<file path="config.mk">
export PLATFORM = sky130hd
export DESIGN_NAME = crre_exec
export DESIGN_NICKNAME = d
export VERILOG_FILES = /design/src/hdl/crre_pkg.sv /design/src/hdl/crre_exec.sv /design/src/hdl/crre_rotl_alu.sv
export SDC_FILE = /design/constraint.sdc
export NUM_CORES = 1
export LEC_CHECK = 0
export ABC_CLOCK_PERIOD_IN_PS = 5200
export BUFFER_PORTS_ARGS = -buffer_cell sky130_fd_sc_hd__buf_2
export CORE_MARGIN = 5
export CORE_UTILIZATION = 55
export CTS_CLUSTER_SIZE = 20
export DETAILED_ROUTE_END_ITERATION = 10
export GPL_TIMING_DRIVEN = 0
export PLACE_DENSITY = 0.82
export SLEW_MARGIN = 5
export SYNTH_ARGS = -nofsm -noshare
export SYNTH_HDL_FRONTEND = slang
export SYNTH_SLANG_ARGS = --single-unit
</file>
<file path="constraint.sdc">
create_clock -name sys_clk -period 5.2 [get_ports sys_clk]
set_input_delay 1.04 -clock sys_clk [delete_from_list [all_inputs] [get_ports sys_clk]]
set_output_delay 1.04 -clock sys_clk [all_outputs]
set_load 0.005 [all_outputs]
</file>
<file path="src/hdl/crre_pkg.sv">
// Package: opcodes, cycle counts, reset values and flag layout of the executor
package crre_pkg;

  // Opcodes handled by the block
  localparam logic [7:0] OPC_CLEAR_CARRY = 8'hCF;
  localparam logic [7:0] OPC_RETURN      = 8'hAF;
  localparam logic [7:0] OPC_ROTL_DIRECT = 8'h90;
  localparam logic [7:0] OPC_ROTL_INDIR  = 8'h91;

  // Cycles taken by each instruction
  localparam logic [3:0] CYC_CLEAR_CARRY = 4'h4;
  localparam logic [3:0] CYC_RETURN      = 4'h8;
  localparam logic [3:0] CYC_ROTL        = 4'h4;

  // Instruction lengths in bytes
  localparam logic [15:0] LEN_CLEAR_CARRY = 16'h0001;
  localparam logic [15:0] LEN_ROTL        = 16'h0002;

  // Stack pointer step on return and address offset of the second stack byte
  localparam logic [7:0] STACK_RETURN_STEP = 8'h02;
  localparam logic [7:0] STACK_NEXT_BYTE   = 8'h01;

  // Cycle positions inside an instruction
  localparam logic [3:0] CNT_FIRST  = 4'h0;
  localparam logic [3:0] CNT_SECOND = 4'h1;

  // Values after reset
  localparam logic [15:0] PROG_CNT_RESET  = 16'h0000;
  localparam logic [7:0]  STACK_PTR_RESET = 8'h00;

  // Condition flags
  typedef struct packed {
    logic c;
    logic z;
    logic s;
    logic v;
    logic d;
    logic h;
  } crre_flags_t;

  localparam crre_flags_t FLAGS_RESET = '0;

  // Register file write request
  typedef struct packed {
    logic       en;
    logic [7:0] addr;
    logic [7:0] data;
  } crre_wr_t;

endpackage : crre_pkg

</file>
<file path="src/hdl/crre_exec.sv">
// Executor for clear-carry, subroutine return and rotate-left
// Overview of operation
// - Clear-carry forces the carry flag to zero whatever it held before.
// - Clear-carry is the one-byte opcode CF, runs 4 cycles and leaves all other flags alone.
// - Return loads the program counter from the stack at the stack pointer and then adds 2 to the stack pointer.
// - After return, fetch continues at the address in the freshly loaded program counter.
// - Return is the one-byte opcode AF, runs 8 cycles and changes no condition flag.
// - Rotate-left shifts the operand up one bit and puts old bit 7 into bit 0 and into carry.
// - Rotate-left is two bytes and 4 cycles, opcode 90 direct and opcode 91 indirect through a register.
// - Rotate-left sets carry when the bit leaving bit 7 was 1 and clears it otherwise.
// - Rotate-left sets zero on an all-zero result, copies result bit 7 to sign, keeps decimal-adjust and half-carry.
// - Rotate-left sets overflow when the sign bit changed during rotation and clears it otherwise.
module crre_exec (
  // Clock and reset
  input  wire logic                  sys_clk,
  input  wire logic                  rst,
  // Instruction issue
  input  wire logic                  instr_valid,
  input  wire logic [7:0]            instr_opcode,
  input  wire logic [7:0]            instr_operand,
  output logic                       busy,
  output logic                       done,
  // Register file read port, data returned in the same cycle
  output logic                       rd_en,
  output logic      [7:0]            rd_addr,
  input  wire logic [7:0]            rd_data,
  // Register file write port
  output crre_pkg::crre_wr_t         wr,
  // Core state
  output crre_pkg::crre_flags_t      flags,
  output logic      [7:0]            stack_pointer,
  output logic      [15:0]           program_counter,
  // Instruction fetch
  output logic                       fetch_go,
  output logic      [15:0]           fetch_addr
);

  typedef enum logic {
    CRRE_IDLE,
    CRRE_EXEC
  } crre_state_t;

  // Opcode is one the block executes
  function automatic logic is_known(input logic [7:0] opc);
    is_known = (opc == crre_pkg::OPC_CLEAR_CARRY) || (opc == crre_pkg::OPC_RETURN) ||
               (opc == crre_pkg::OPC_ROTL_DIRECT) || (opc == crre_pkg::OPC_ROTL_INDIR);
  endfunction : is_known

  // Index of the last cycle of an instruction
  function automatic logic [3:0] last_cycle(input logic [7:0] opc);
    case (opc)
      crre_pkg::OPC_RETURN:      last_cycle = crre_pkg::CYC_RETURN - 4'h1;
      crre_pkg::OPC_CLEAR_CARRY: last_cycle = crre_pkg::CYC_CLEAR_CARRY - 4'h1;
      default:                   last_cycle = crre_pkg::CYC_ROTL - 4'h1;
    endcase
  endfunction : last_cycle

  crre_state_t           state_q;
  logic [3:0]            cnt_q;
  logic [7:0]            opc_q;
  logic [7:0]            operand_q;
  logic [7:0]            rd_addr_q;
  crre_pkg::crre_wr_t    wr_q;
  crre_pkg::crre_flags_t flags_q;
  logic [7:0]            stack_ptr_q;
  logic [15:0]           prog_cnt_q;
  logic                  fetch_go_q;
  logic                  accept;
  logic                  is_rtn;
  logic                  is_clr;
  logic                  is_rdir;
  logic                  is_rind;
  logic                  rot_now;
  logic [7:0]            rot_result;
  crre_pkg::crre_flags_t rot_flags;

  assign accept  = (state_q == CRRE_IDLE) && instr_valid && is_known(instr_opcode);
  assign busy    = (state_q == CRRE_EXEC);
  assign done    = busy && (cnt_q == last_cycle(opc_q));
  assign is_rtn  = (opc_q == crre_pkg::OPC_RETURN);
  assign is_clr  = (opc_q == crre_pkg::OPC_CLEAR_CARRY);
  assign is_rdir = (opc_q == crre_pkg::OPC_ROTL_DIRECT);
  assign is_rind = (opc_q == crre_pkg::OPC_ROTL_INDIR);
  // Operand byte arrives in cycle 0 when direct, cycle 1 when fetched through a pointer
  assign rot_now = busy && ((is_rdir && cnt_q == crre_pkg::CNT_FIRST) ||
                            (is_rind && cnt_q == crre_pkg::CNT_SECOND));
  assign rd_en   = busy && ((is_rtn || is_rind) ? (cnt_q <= crre_pkg::CNT_SECOND)
                                                : (is_rdir && cnt_q == crre_pkg::CNT_FIRST));
  assign rd_addr = rd_addr_q;

  assign wr              = wr_q;
  assign flags           = flags_q;
  assign stack_pointer   = stack_ptr_q;
  assign program_counter = prog_cnt_q;
  assign fetch_go        = fetch_go_q;
  assign fetch_addr      = prog_cnt_q;

  crre_rotl_alu u_rotl (
    .operand   (rd_data),
    .flags_in  (flags_q),
    .result    (rot_result),
    .flags_out (rot_flags)
  );

  // Sequencing
  always_ff @(posedge sys_clk or posedge rst) begin
    if (rst) begin
      state_q <= CRRE_IDLE;
      cnt_q   <= 4'h0;
    end else begin
      case (state_q)
        CRRE_IDLE: begin
          cnt_q <= 4'h0;
          if (accept) begin
            state_q <= CRRE_EXEC;
          end
        end
        CRRE_EXEC: begin
          if (done) begin
            state_q <= CRRE_IDLE;
            cnt_q   <= 4'h0;
          end else begin
            cnt_q <= cnt_q + 4'h1;
          end
        end
        default: begin
          state_q <= CRRE_IDLE;
          cnt_q   <= 4'h0;
        end
      endcase
    end
  end

  // Captured instruction
  always_ff @(posedge sys_clk or posedge rst) begin
    if (rst) begin
      opc_q     <= 8'h00;
      operand_q <= 8'h00;
    end else if (accept) begin
      opc_q     <= instr_opcode;
      operand_q <= instr_operand;
    end
  end

  // Read address
  always_ff @(posedge sys_clk or posedge rst) begin
    if (rst) begin
      rd_addr_q <= 8'h00;
    end else if (accept) begin
      rd_addr_q <= (instr_opcode == crre_pkg::OPC_RETURN) ? stack_ptr_q : instr_operand;
    end else if (busy && cnt_q == crre_pkg::CNT_FIRST) begin
      if (is_rtn) begin
        rd_addr_q <= stack_ptr_q + crre_pkg::STACK_NEXT_BYTE;
      end else if (is_rind) begin
        rd_addr_q <= rd_data;
      end
    end
  end

  // Register file write of the rotated byte
  always_ff @(posedge sys_clk or posedge rst) begin
    if (rst) begin
      wr_q <= '0;
    end else begin
      wr_q.en <= rot_now;
      if (rot_now) begin
        wr_q.addr <= is_rdir ? operand_q : rd_addr_q;
        wr_q.data <= rot_result;
      end
    end
  end

  // Condition flags
  always_ff @(posedge sys_clk or posedge rst) begin
    if (rst) begin
      flags_q <= crre_pkg::FLAGS_RESET;
    end else if (rot_now) begin
      flags_q <= rot_flags;
    end else if (busy && is_clr && cnt_q == crre_pkg::CNT_FIRST) begin
      flags_q.c <= 1'b0;
    end
  end

  // Stack pointer
  always_ff @(posedge sys_clk or posedge rst) begin
    if (rst) begin
      stack_ptr_q <= crre_pkg::STACK_PTR_RESET;
    end else if (busy && is_rtn && cnt_q == crre_pkg::CNT_SECOND) begin
      stack_ptr_q <= stack_ptr_q + crre_pkg::STACK_RETURN_STEP;
    end
  end

  // Program counter
  always_ff @(posedge sys_clk or posedge rst) begin
    if (rst) begin
      prog_cnt_q <= crre_pkg::PROG_CNT_RESET;
    end else if (busy && is_rtn && cnt_q == crre_pkg::CNT_FIRST) begin
      prog_cnt_q[15:8] <= rd_data;
    end else if (busy && is_rtn && cnt_q == crre_pkg::CNT_SECOND) begin
      prog_cnt_q[7:0] <= rd_data;
    end else if (done && is_clr) begin
      prog_cnt_q <= prog_cnt_q + crre_pkg::LEN_CLEAR_CARRY;
    end else if (done && !is_rtn) begin
      prog_cnt_q <= prog_cnt_q + crre_pkg::LEN_ROTL;
    end
  end

  // Fetch strobe after each instruction
  always_ff @(posedge sys_clk or posedge rst) begin
    if (rst) begin
      fetch_go_q <= 1'b0;
    end else begin
      fetch_go_q <= done;
    end
  end
endmodule : crre_exec

</file>
<file path="src/hdl/crre_rotl_alu.sv">
// Rotate-left data path with flag generation
module crre_rotl_alu (
  // Operand and incoming flags
  input  wire logic [7:0]           operand,
  input  wire crre_pkg::crre_flags_t flags_in,
  // Result and outgoing flags
  output logic      [7:0]           result,
  output crre_pkg::crre_flags_t     flags_out
);

  always_comb begin
    result      = {operand[6:0], operand[7]};
    flags_out   = flags_in;
    flags_out.c = operand[7];
    flags_out.z = (result == 8'h00);
    flags_out.s = result[7];
    flags_out.v = operand[7] ^ result[7];
  end

endmodule : crre_rotl_alu

</file>
==> results.tsv <==
metric	value	unit
dpl.hpwl	7690	um
synth_cells	395	
crit_fanout	10	
synth_top_cell_by_area	dfrtp_1	
synth-seq-cells	73	
root_buffer	clkbuf_8	
cts_buffers	9	
powerDensity	410	mW/mm^2
post-route-util	67.9	%
pre_cts_slack	2440	ps
die_w	96.2	um
vias_per_cell	5.62	
critPathCaptureType	primary output	
crit_arrival	2020	ps
fmax	0.327	GHz
drt_iter0_drc	202	
synthToLayoutAreaGrowth	20.6	%
hold_viol	0	
tns	0	ps
hold_class	reg -> reg	
rsz0062_at_grt	no	
cts_buffer_depth	2	
avgRoutedWirePerCell	16.9	um
antenna_found_initial	0	
antenna_left	0	
htreeDepth	3	
ys_warn_count	0	
drc	0	
min_period	3060	ps
outcome	completed	
path_class	reg -> out	
post-route-period-util	58.8	%
path_clk_slew	90	ps
cts_tree	done	
setup_viol	0	
synth_top_area_share	44.7	%
final_layout_size_suffix_gt1_share	36.8	%
cts_setup_buffers	0	
core	0.00725	sq mm
synthArstFlopShare	100	%
pin_count	102	
port_buffers	97	
vdd_drop_max	0.000178	V
setup_ws	2140	ps
final-max-slew-violation-count	0	
track_usage	23.1	%
synthesis.area	0.00408	sq mm
wl	10300	um
yosys.cell_types.count	56	
synth_seq_area_share	44.7	%
clk_latency	360	ps
diodes	0	
layout.filler_cells	571	
finalPower	2020	uW
setup.worst_path.start_class	flop	
maxCapViolCount	0	
synth_area_per_cell	10.3	sq um
dieArea	0.00925	sq mm
worstMarginPinSlew	584	ps
start_util	56.3	%
grt_max_degree	42	
die_h	96.2	um
synth_ff_type	dfrtp_1	
gp_congestion	0.892	
fin_nets	539	
relSlewSlack	61.1	%
grt_pass1_wl	16400	um
power_leakage	0.00232	uW
cts.sinks	73	
first_pass_iters	4	
synth_area_leaders	dfrtp_1, mux2_4, mux2i_1	
vias	3427	
cp.required	4160	ps
ctsResizeCount	0	
skew	14.1	ps
grt_pass1_vias	3254	
rows	31	
holdBufCountCts	0	
grt-ovfl-total	0	
synth-edff-count	0	
-- layout by cell type, fill, tap and decap left out, types with 5 or more instances in the layout --
cell      instances
buf_2           101
dfrtp_1          73
nand2_1          46
o21ai_0          30
nor2_1           23
mux2i_1          22
buf_4            21
mux2_4           16
xnor2_1          16
nand3_1          14
nor3_1           12
a21oi_1          11
clkbuf_8          9
buf_6             7
inv_1             7
nand4_1           7
ha_1              6
o22ai_1           5
o211ai_1          5
-- through the flow --
step	cell area [sq um]	hold slack (ps)	std cells
floorplan	4090	462	397
global placement	4700	455	593
detailed placement	4720	466	594
CTS	4930	486	610
global route	4930	522	610
finish	4930	483	610
-- worst max-delay path: stages, from the launching register on --
cell	delay [ps]
dfrtp_1	350
buf_6	130
and4_4	210
buf_6	110
nand3_1	150
buf_4	240
xnor2_1	150
nor2_1	180
buf_2	140
-- layer usage --
| metal | vias up | global-route usage, % | part of all wire (%) |
|---|---|---|---|
| met5 | - | 0 | 0 |
| met4 | 0 | 7.46 | 1.7 |
| met3 | 17 | 4.14 | 6.5 |
| met2 | 120 | 39.2 | 49 |
| met1 | 1679 | 29.8 | 43 |
| li1 | 1611 | - | - |
-- state kept, by name (all words and copies together) (netlist names) --
name and count:
fetch_go 1, wr 17, flags 3, opc_q 8, busy 1, operand_q 8
rd_addr 8, stack_pointer 7, fetch_addr 16, cnt_q 4
-- area by class of cell --
class                           count  area (sq um)  area share (%)
Multi-Input combinational cell    280          1960            39.9
Sequential cell                    73          1830            37.1
Timing Repair Buffer               98           505            10.3
Buffer                             36           272            5.51
Clock buffer                        9           124            2.51
Tap cell                           99           124            2.51
Clock inverter                      7          78.8            1.60
Inverter                            8          32.5           0.660
-- logic make-up after synthesis --
group	share of synthesized area, %
AND/OR/NAND/NOR	18.7
buffers and inverters	7.38
flip-flops	44.7
XOR/XNOR	4.07
adder cells (fa/ha/maj)	1.84
multiplexers	12.4
other	0.0918
AO/OA/AOI/OAI	10.8
-- where the power goes --
part           switching [uW]  internal [uW]  total (uW)
logic                     297            366         663
clock network             228            224         452
registers                 157            748         905
-- synth_stat cells (2+ instances only) --
library cell	number
nor2b_1	4
nor4_1	2
nand4_4	2
and4bb_2	2
nor3b_1	2
mux2_4	16
nor2_1	23
buf_2	4
o2bb2ai_1	3
o211ai_1	5
nand2b_1	3
nor2_2	4
mux2_2	4
o22a_1	2
inv_1	8
a221oi_1	2
buf_6	7
nand4_1	7
a21oi_1	11
buf_4	21
nand2_1	46
o21ai_0	30
o22ai_1	5
clkbuf_1	4
a31o_2	4
and3_1	4
dfrtp_1	73
nand3_1	14
xnor2_1	16
xor2_1	3
ha_1	6
nor3_1	12
a211oi_1	2
mux2i_1	22
-- path summary, 6_finish.rpt --
| path | startpoint | depth (start not counted) | to | slack, ps |
|---|---|---|---|---|
| worst min register to register | wr[13] | 2 | wr[13] | 480 |
| min in group asynchronous | rst | 2 | fetch_addr[5] | 690 |
| worst max-delay path | opc_q[0] | 8 | done | 2140 |
| max in group asynchronous | rst | 3 | wr[6] | 3960 |
| worst max register to register | cnt_q[0] | 7 | fetch_addr[11] | 2800 |
| worst min-delay path | wr[13] | 2 | wr[13] | 480 |
No activity file was read; power rests on OpenSTA's default activity.
